**config.mk**
```make
export PLATFORM = sky130hd
export DESIGN_NAME = mapai_port
export DESIGN_NICKNAME = d
export VERILOG_FILES = /design/src/hw/mapai_pkg.sv /design/src/hw/mapai_port.sv
export VERILOG_INCLUDE_DIRS = /design/src /design/src/hw
export SDC_FILE = /design/constraint.sdc
export NUM_CORES = 1
export LEC_CHECK = 0
export BUFFER_PORTS_ARGS = -buffer_cell sky130_fd_sc_hd__buf_4
export CAP_MARGIN = 10
export CORE_MARGIN = 2
export CORE_UTILIZATION = 30
export DETAILED_ROUTE_END_ITERATION = 10
export PLACE_DENSITY = 0.54
export SETUP_SLACK_MARGIN = 0.5
export SYNTH_ARGS = -nofsm -noshare
export SYNTH_HDL_FRONTEND = slang
export SYNTH_SLANG_ARGS = --single-unit
export TNS_END_PERCENT = 30
```
**constraint.sdc**
```tcl
create_clock -name sys_clk_in -period 3.4 [get_ports sys_clk_in]
set_input_delay 0.17 -clock sys_clk_in [delete_from_list [all_inputs] [get_ports sys_clk_in]]
set_output_delay 0.17 -clock sys_clk_in [all_outputs]
set_load 0.02 [all_outputs]
```
**src/hw/mapai_defines.svh**
```systemverilog
// Purpose: Constants for the memory access port address sequencer
// Assumes: One clock, no register bus, plain control ports
// Notes:   Increment mode, size and reset address constants follow
`ifndef MAPAI_DEFINES_SVH
`define MAPAI_DEFINES_SVH

`define MAPAI_INC_OFF    2'h0
`define MAPAI_INC_SINGLE 2'h1
`define MAPAI_INC_PACKED 2'h2
`define MAPAI_SIZE_BYTE  3'h0
`define MAPAI_SIZE_HALF  3'h1
`define MAPAI_SIZE_WORD  3'h2
`define MAPAI_INC_BITS   10
`define MAPAI_RESET_ADDR 32'h0000_0000

`endif

```
**src/hw/mapai_pkg.sv**
```systemverilog
// Purpose: Types for the memory access port address sequencer
// Assumes: Constants come from mapai_defines.svh
// Notes:   Request and downstream bus command travel as packed structs
package mapai_pkg;

	typedef struct packed {
		logic        write;
		logic        banked;
		logic [1:0]  bank;
		logic [31:0] wdata;
	} mapai_req_type;

	typedef struct packed {
		logic [31:0] addr;
		logic [3:0]  strb;
		logic        write;
		logic [31:0] wdata;
	} mapai_bus_type;

	typedef enum logic [2:0] {
		MAPAI_IDLE  = 3'b001,
		MAPAI_ISSUE = 3'b010,
		MAPAI_WAIT  = 3'b100
	} mapai_state_type;

endpackage : mapai_pkg

```
**src/hw/mapai_port.sv**
```systemverilog
// Purpose: Transfer address sequencing and stall handling of the port
// Assumes: Debug port and memory bus share sys_clk_in
// Notes:   Sub-word sizes and packing are always built in
`include "mapai_defines.svh"
`timescale 1ns/1ps
`default_nettype none

module mapai_port (
	input  wire logic                   sys_clk_in,
	input  wire logic                   reset_n_in,
	input  wire logic                   cfg_write_in,
	input  wire logic [1:0]             cfg_addr_inc_in,
	input  wire logic [2:0]             cfg_size_in,
	input  wire logic                   tar_write_in,
	input  wire logic [31:0]            tar_wdata_in,
	input  wire logic                   req_valid_in,
	input  wire mapai_pkg::mapai_req_type req_in,
	input  wire logic                   abort_in,
	output logic                        ready_out,
	output logic                        done_out,
	output logic                        error_out,
	output logic [31:0]                 rdata_out,
	output logic [1:0]                  addr_inc_out,
	output logic [2:0]                  size_out,
	output logic [31:0]                 transfer_address_reg_out,
	output logic                        bus_valid_out,
	output mapai_pkg::mapai_bus_type    bus_out,
	input  wire logic                   bus_done_in,
	input  wire logic                   bus_error_in,
	input  wire logic [31:0]            bus_rdata_in
);

	mapai_pkg::mapai_state_type state;
	mapai_pkg::mapai_state_type next_state;
	logic [31:0] transfer_address_reg;
	logic [31:0] next_transfer_address_reg;
	logic [1:0]  addr_inc;
	logic [1:0]  next_addr_inc;
	logic [2:0]  size;
	logic [2:0]  next_size;
	logic [31:0] data_rw_reg;
	logic [31:0] next_data_rw_reg;
	mapai_pkg::mapai_req_type cur;
	mapai_pkg::mapai_req_type next_cur;
	logic [1:0]  beats;
	logic [1:0]  next_beats;
	logic        done;
	logic        next_done;
	logic        error;
	logic        next_error;
	logic [9:0]  step;
	logic [1:0]  lane;
	logic [31:0] addr;
	logic [3:0]  strb;
	logic        packed_mode;
	logic        last_beat;
	logic        take;
	logic        in_wait;
	logic        beat_err;
	logic        beat_ok;
	logic        finish;
	logic        inc_on;
	logic [31:0] lane_mask;

	assign packed_mode = (addr_inc == `MAPAI_INC_PACKED);
	assign lane        = transfer_address_reg[1:0];

	always_comb begin
		unique case (size)
			`MAPAI_SIZE_BYTE: step = 10'h001;
			`MAPAI_SIZE_HALF: step = 10'h002;
			default:          step = 10'h004;
		endcase
	end

	// Packing finishes after a fixed beat count: four byte beats or two halfword beats
	always_comb begin
		if (!packed_mode || size == `MAPAI_SIZE_WORD) begin
			last_beat = 1'b1;
		end else if (size == `MAPAI_SIZE_BYTE) begin
			last_beat = (beats == 2'h3);
		end else begin
			last_beat = (beats == 2'h1);
		end
	end

	// Banked accesses ignore the low nibble of the transfer address
	always_comb begin
		if (cur.banked) begin
			addr = {transfer_address_reg[31:4], cur.bank, 2'h0};
			strb = 4'hf;
		end else begin
			addr = transfer_address_reg;
			unique case (size)
				`MAPAI_SIZE_BYTE: strb = 4'h1 << lane;
				`MAPAI_SIZE_HALF: strb = lane[1] ? 4'hc : 4'h3;
				default:          strb = 4'hf;
			endcase
		end
	end

	always_comb begin
		bus_valid_out = (state == mapai_pkg::MAPAI_ISSUE);
		bus_out.addr  = addr;
		bus_out.strb  = strb;
		bus_out.write = cur.write;
		bus_out.wdata = cur.wdata;
	end

	// Abort wins over a bus answer landing in the same cycle
	always_comb begin
		take      = (state == mapai_pkg::MAPAI_IDLE)
		            && req_valid_in;
		in_wait   = (state == mapai_pkg::MAPAI_WAIT);
		beat_err  = in_wait
		            && (abort_in
		                || (bus_done_in && bus_error_in));
		beat_ok   = in_wait && !abort_in
		            && bus_done_in && !bus_error_in;
		finish    = beat_ok && (last_beat || cur.banked);
		inc_on    = !cur.banked
		            && (addr_inc != `MAPAI_INC_OFF);
		lane_mask = {{8{strb[3]}}, {8{strb[2]}},
		             {8{strb[1]}}, {8{strb[0]}}};
	end

	// Config is frozen while busy so a transfer never changes mode midway
	always_comb begin
		next_addr_inc = addr_inc;
		next_size     = size;
		if (state == mapai_pkg::MAPAI_IDLE && cfg_write_in) begin
			// Reserved 0b11 is stored as off so readback shows the real mode
			next_addr_inc = (cfg_addr_inc_in == 2'h3) ? `MAPAI_INC_OFF
			                : cfg_addr_inc_in;
			next_size = (cfg_size_in > `MAPAI_SIZE_WORD) ? `MAPAI_SIZE_WORD
			            : cfg_size_in;
		end
	end

	always_ff @(posedge sys_clk_in or negedge reset_n_in) begin
		if (!reset_n_in) begin
			addr_inc <= `MAPAI_INC_OFF;
			size     <= `MAPAI_SIZE_WORD;
		end else begin
			addr_inc <= next_addr_inc;
			size     <= next_size;
		end
	end

	always_comb begin
		next_transfer_address_reg = transfer_address_reg;
		if (state == mapai_pkg::MAPAI_IDLE && tar_write_in) begin
			next_transfer_address_reg = tar_wdata_in;
		end else if (beat_ok && inc_on) begin
			// Carry stops at bit 10; upper bits are kept
			next_transfer_address_reg = {transfer_address_reg[31:10],
			    transfer_address_reg[9:0] + step};
		end
	end

	always_ff @(posedge sys_clk_in or negedge reset_n_in) begin
		if (!reset_n_in) begin
			transfer_address_reg <= `MAPAI_RESET_ADDR;
		end else begin
			transfer_address_reg <= next_transfer_address_reg;
		end
	end

	always_comb begin
		next_data_rw_reg = data_rw_reg;
		if (beat_ok && !cur.write) begin
			if (cur.banked || size == `MAPAI_SIZE_WORD) begin
				next_data_rw_reg = bus_rdata_in;
			end else begin
				// Merge keeps lanes gathered by earlier beats of a pack
				next_data_rw_reg = (bus_rdata_in & lane_mask)
				                   | (data_rw_reg & ~lane_mask);
			end
		end
	end

	always_ff @(posedge sys_clk_in or negedge reset_n_in) begin
		if (!reset_n_in) begin
			data_rw_reg <= 32'h0000_0000;
		end else begin
			data_rw_reg <= next_data_rw_reg;
		end
	end

	always_comb begin
		next_state = state;
		unique case (state)
			mapai_pkg::MAPAI_IDLE: begin
				if (take) begin
					next_state = mapai_pkg::MAPAI_ISSUE;
				end
			end
			mapai_pkg::MAPAI_ISSUE: begin
				next_state = mapai_pkg::MAPAI_WAIT;
			end
			mapai_pkg::MAPAI_WAIT: begin
				// No timeout: a slow target holds the port busy until it answers or abort_in is raised
				if (beat_err || finish) begin
					next_state = mapai_pkg::MAPAI_IDLE;
				end else if (beat_ok) begin
					next_state = mapai_pkg::MAPAI_ISSUE;
				end
			end
			default: next_state = mapai_pkg::MAPAI_IDLE;
		endcase
	end

	always_ff @(posedge sys_clk_in or negedge reset_n_in) begin
		if (!reset_n_in) begin
			state <= mapai_pkg::MAPAI_IDLE;
		end else begin
			state <= next_state;
		end
	end

	// The request is latched at the take so the caller may change it after
	always_comb begin
		next_cur = cur;
		if (take) begin
			next_cur = req_in;
		end
	end

	always_ff @(posedge sys_clk_in or negedge reset_n_in) begin
		if (!reset_n_in) begin
			cur <= '0;
		end else begin
			cur <= next_cur;
		end
	end

	always_comb begin
		next_beats = beats;
		if (take) begin
			next_beats = 2'h0;
		end else if (beat_ok && !finish) begin
			next_beats = beats + 2'h1;
		end
	end

	always_ff @(posedge sys_clk_in or negedge reset_n_in) begin
		if (!reset_n_in) begin
			beats <= 2'h0;
		end else begin
			beats <= next_beats;
		end
	end

	always_comb begin
		next_done  = beat_err || finish;
		next_error = beat_err;
	end

	always_ff @(posedge sys_clk_in or negedge reset_n_in) begin
		if (!reset_n_in) begin
			done  <= 1'b0;
			error <= 1'b0;
		end else begin
			done  <= next_done;
			error <= next_error;
		end
	end

	// Ready is what the debug port samples at capture to choose OK or WAIT
	assign ready_out                = (state == mapai_pkg::MAPAI_IDLE);
	assign done_out                 = done;
	assign error_out                = error;
	assign rdata_out                = data_rw_reg;
	assign addr_inc_out             = addr_inc;
	assign size_out                 = size;
	assign transfer_address_reg_out = transfer_address_reg;

endmodule : mapai_port

`default_nettype wire

```
# Word-level counts from Yosys, hierarchy flattened

Cells that the tools add are included.

Equal/unequal tests: 11
Shift-type cells: 1
Multiplexer cells: 18
Bitwise logic cells: 4
$add $sub $neg: 2
Reduce and logical (&&, ||, !) cells: 29
Order comparisons: 1

Operator list:

| kind                                                | number |
|---|---|
| bitwise AND 32 bit                                  | 2 |
| 2-to-1 mux 32 bit                                   | 2 |
| inverter 32 bit                                     | 1 |
| OR 32 bit                                           | 1 |
| logical AND 1 bit                                   | 13 |
| 2-to-1 mux 3 bit                                    | 4 |
| 2-to-1 mux 4 bit                                    | 3 |
| adder 10 x 3 -> 10 bit                              | 1 |
| 2-to-1 mux 10 bit                                   | 1 |
| one-hot mux 3 bit (3 select lines)                  | 1 |
| one-hot mux 4 bit (2 select lines)                  | 1 |
| equality test 2 bit, second input constant          | 3 |
| equality test 3 x 1 -> 1 bit, second input constant | 2 |
| equality test 3 x 2 -> 1 bit, second input constant | 2 |
| zero test 1 bit                                     | 6 |
| 2-to-1 mux 2 bit                                    | 3 |
| one-hot mux 3 bit (2 select lines)                  | 1 |
| nonzero test 2 bit                                  | 3 |
| logical OR 1 bit                                    | 5 |
| << shifter 1 x 2 -> 4 bit, first input constant     | 1 |
| equality test 3 bit, second input constant          | 1 |
| > comparator 3 x 2 -> 1 bit, second input constant  | 1 |
| zero test 3 bit                                     | 1 |
| != test 3 x 2 -> 1 bit, second input constant       | 1 |
| other kinds (5)                                     | 6 |

Logic and storage cells: 79
Bits of input ports: 113
Register bits: 112

# Logic depth before layout (Yosys ltp)

Depth in word-level cells: 10
Depth in mapped cells: 8
Mapped depth without buffers: 8

# Least setup slack after synthesis

No wires, ideal clock.

Kind: flip-flop to flip-flop
Start point: reg state[0]
End point: reg cur, in the netlist bus_out[0]
Period minus slack after synthesis: 2.399 ns
Slack: 1.001 ns
Required time: 3.275 ns
Arrival time: 2.274 ns
Stages on the path, launching flop included: 6
Cells stage by stage: dfstp_2 -> nor3b_1 -> nand2_1 -> clkbuf_1 -> buf_1 -> mux2_2

Word-level cells in the longest chain between the ends: 2

RTL lines:

| what                         | line              | RTL |
|---|---|---|
| start, declared              | mapai_port.sv:33  | `mapai_pkg::mapai_state_type state;` |
| start signal, assigned       | mapai_port.sv:215 | `state <= mapai_pkg::MAPAI_IDLE;` |
| start signal, assigned       | mapai_port.sv:217 | `state <= next_state;` |
| equality test 3 x 1 -> 1 bit | n/a               |  |
| net ready_out                | mapai_port.sv:19  | `output logic ready_out,` |
| logical AND 1 bit            | mapai_port.sv:113 | `&& req_valid_in;` |
| end signal, assigned         | mapai_port.sv:233 | `cur <= next_cur;` |
| end, declared                | mapai_port.sv:43  | `mapai_pkg::mapai_req_type cur;` |

The timed path passes the listed nets, and every way through them passes these cells.
A chain may end at the register's enable or synchronous reset.

==> metrics <==
Die X 135.1 microns; Unique masters post-synth 45; Internal Pwr Total 3.807 mW; critical path required time 3.63 ns; Max Clk Rate 382.9 MHz; clk_skew 0.005210 ns; layout cells sized above 1 0.5238; setup tns final 0 ns; Hold WC Path Type primary input to flip-flop; cell chain of the critical path or3b_1 -> nor3_1 -> a21boi_2 -> mux2_2; number of global-route vias before repair 4,014; Slew Viols, Final 0; dominant cell type by area after synthesis dfrtp_1; final setup vio count 0; initial antenna violation count 0; max cap viols 0; CTS root buffer clkbuf_16; Combinational Power Share 0.494; Worst VDD drop 0.0004579 V; Filler Cells Inserted 1,621; Tmin final 2.612 ns; # Post-CTS Setup Buffers 0; CP peak stage delay 0.62 ns; final setup margin 0.7883 ns; # resized after CTS 0; nets 784; sequential share of the synthesized area 0.5444; P_sw 2.671 mW; Final Hold Fails 0; largest net degree at the start of global routing 58; TritonCTS buffer count 9; worst-margin pin slew 1.104 ns; IO buf count 254; Crit Path Class flip-flop to flip-flop; die height 135.1 microns; per-cell routed wire length 15.36 microns; Top Ports 255; vias per cell 4.466; highest-delay cell along the critical path nor3_1; core footprint 16,700 sq um; outcome finished, final reports clean; area of the mapped netlist 5152 sq um; synthesized net count 574; FP Rows 47; drt pass-1 iters 4; Sw Share 0.4123; Area contributors post-synth dfrtp_1 (53%), mux2_2 (16%), buf_4 (8.9%); Post-DRT Antenna Nets 0; synth warn 0; dpl ws 0.8558 ns; Yosys top cell area share 0.5342; Worst EP arrival 2.85 ns; Clock Power Share 0.159; RD Place Congestion 0.8308; RSZ-0062 raised after global routing false; Remaining DRCs 0; die area 18,240 sq um; Slew HR 0.2622; CTS tree built; H-tree Lvls 3; post-synthesis cell count 457; clk buf depth 2; Clk pin slew, worst setup/hold paths 0.07 ns; dpl hpwl 10,360 microns; total track usage 0.1488; Leak 3.686 nW; register bit count reported by yosys 112; critical-path maximum fanout 8; Critical Path Start Type flip-flop; sequential share of power 0.347; synthesis-to-layout area growth 41.77%; pwr/cell area 886.8 nW/um^2; crit path capture type flip-flop; clock tree sinks 112; first-pass GRT wire length 20,960 microns; drt total wl 13,700 microns; antenna fix cells 0; Avg Cell Area, Syn 11.27 sq um; DRT iter0 DRCs 128; grt ovf 0; Worst-Skew Late Latency 0.35 ns; starting density of the core 0.3085; via count 3,984; crit share post-route 0.7682
worst max-delay path, delay by kind of cell, from the launching register on:
kind / cells / cell delay, ns
AOI/OAI and AO/OA: 1 / 0.54
DFF: 1 / 0.44
and+or+nand+nor: 2 / 1.13
muxes: 1 / 0.39
power by group through the flow:
stage	Clock (mW)	Sequential [mW]	Combinational (mW)
after floorplan	0	2.47	1.99
after global placement	0	2.24	3.20
after detailed placement	0	2.27	3.23
after CTS	1.09	2.25	3.25
after global routing	1.15	2.32	3.44
final	1.03	2.25	3.20
what timing repair did:
item	in CTS	in global routing
setup endpoints to repair	0	0
hold endpoints to repair	68	0
hold buffers	16	0
cells by family (layout without fill, tap and decap cells):
logic type | Yosys count | in the layout | synth area share
and+or+nand+nor | 142 | 142 | 0.1241
DFF | 112 | 112 | 0.5444
buffers and inverters | 84 | 299 | 0.1064
muxes | 74 | 74 | 0.1610
AOI/OAI and AO/OA | 38 | 38 | 0.04784
adders and majority gates | 4 | 4 | 0.01117
xor gates and xnor gates | 3 | 3 | 0.005100
area by class of cell:
cell class / count / area [sq um] / share of cell area
well taps: 220 / 275.3 / 0.03768
flip-flops and latches: 112 / 2805 / 0.3840
multi-input cells: 261 / 1799 / 0.2463
repair buffers: 275 / 2105 / 0.2881
clock inverters: 6 / 51.30 / 0.007023
clock buffers: 10 / 239.0 / 0.03272
inverters: 8 / 30.03 / 0.004111
layout by cell type, fill, tap and decap left out, types with 5 or more instances in the layout:
master,instances
nand2_1,93
inv_1,8
nor2_1,15
nor3_1,5
nand2b_1,5
clkbuf_16,9
mux2_2,71
o21ai_0,15
dfrtp_1,110
a31oi_1,5
buf_4,259
dlygate4sd3_1,16
a21oi_1,5
Yosys cell counts (all sizes together):
| library cell | count |
|---|---|
| nor4 | 1 |
| or4b | 2 |
| and4bb | 1 |
| inv | 8 |
| o21a | 1 |
| a31oi | 5 |
| xnor2 | 3 |
| a2111oi | 1 |
| nand4 | 1 |
| o21bai | 1 |
| o31a | 1 |
| ha | 3 |
| mux2i | 3 |
| and2 | 3 |
| and3 | 1 |
| or4 | 1 |
| nor3 | 5 |
| o311ai | 2 |
| dfstp | 2 |
| a21boi | 1 |
| or3 | 3 |
| nand2b | 5 |
| nand4b | 1 |
| nand3 | 3 |
| a211o | 1 |
| nor3b | 3 |
| nor2 | 15 |
| buf | 65 |
| a211oi | 1 |
| dfrtp | 110 |
| or3b | 2 |
| a21oi | 5 |
| clkbuf | 11 |
| fa | 1 |
| mux2 | 71 |
| o21ai | 16 |
| a2111o | 2 |
| nand3b | 1 |
| nand2 | 93 |
| nor2b | 1 |
| a32o | 1 |
stage by stage:
stage / instances / hold slack, ns / util / total power, mW / instance area [sq um]
detailed placement: 860 / 0.3014 / 0.4104 / 5.500 / 6854
finish: 892 / 0.01224 / 0.4374 / 6.478 / 7305
global route: 892 / 0.006779 / 0.4374 / 6.914 / 7305
global placement: 860 / 0.2802 / 0.4104 / 5.445 / 6854
floorplan: 457 / -0.1256 / - / 4.455 / 5152
CTS: 892 / 0.0004449 / 0.4374 / 6.584 / 7305
metal layers:
layer,routed length [microns],track usage
met5,0,0
met3,1269,0.05518
met4,235,0.04861
met2,6695,0.2501
met1,5502,0.1767
final timing paths:
kind	from	to	slack (ns)	depth (start not counted)
min in group asynchronous	reset_n_in	bus_out[5]$_DFFE_PN0P_	0.43	2
max in group asynchronous	reset_n_in	async pin	2.09	3
worst max-delay path	state[1]$_DFFE_PN0P_	flip-flop	0.79	4
worst max register to register	state[1]$_DFFE_PN0P_	flip-flop	0.79	4
worst min register to register	bus_out[6]$_DFFE_PN0P_	bus_out[6]$_DFFE_PN0P_	0.51	1
worst min-delay path	tar_wdata_in[15]	transfer_address_reg_out[15]$_DFFE_PN0P_	0.01	3
(Power assumes the default switching activity.)
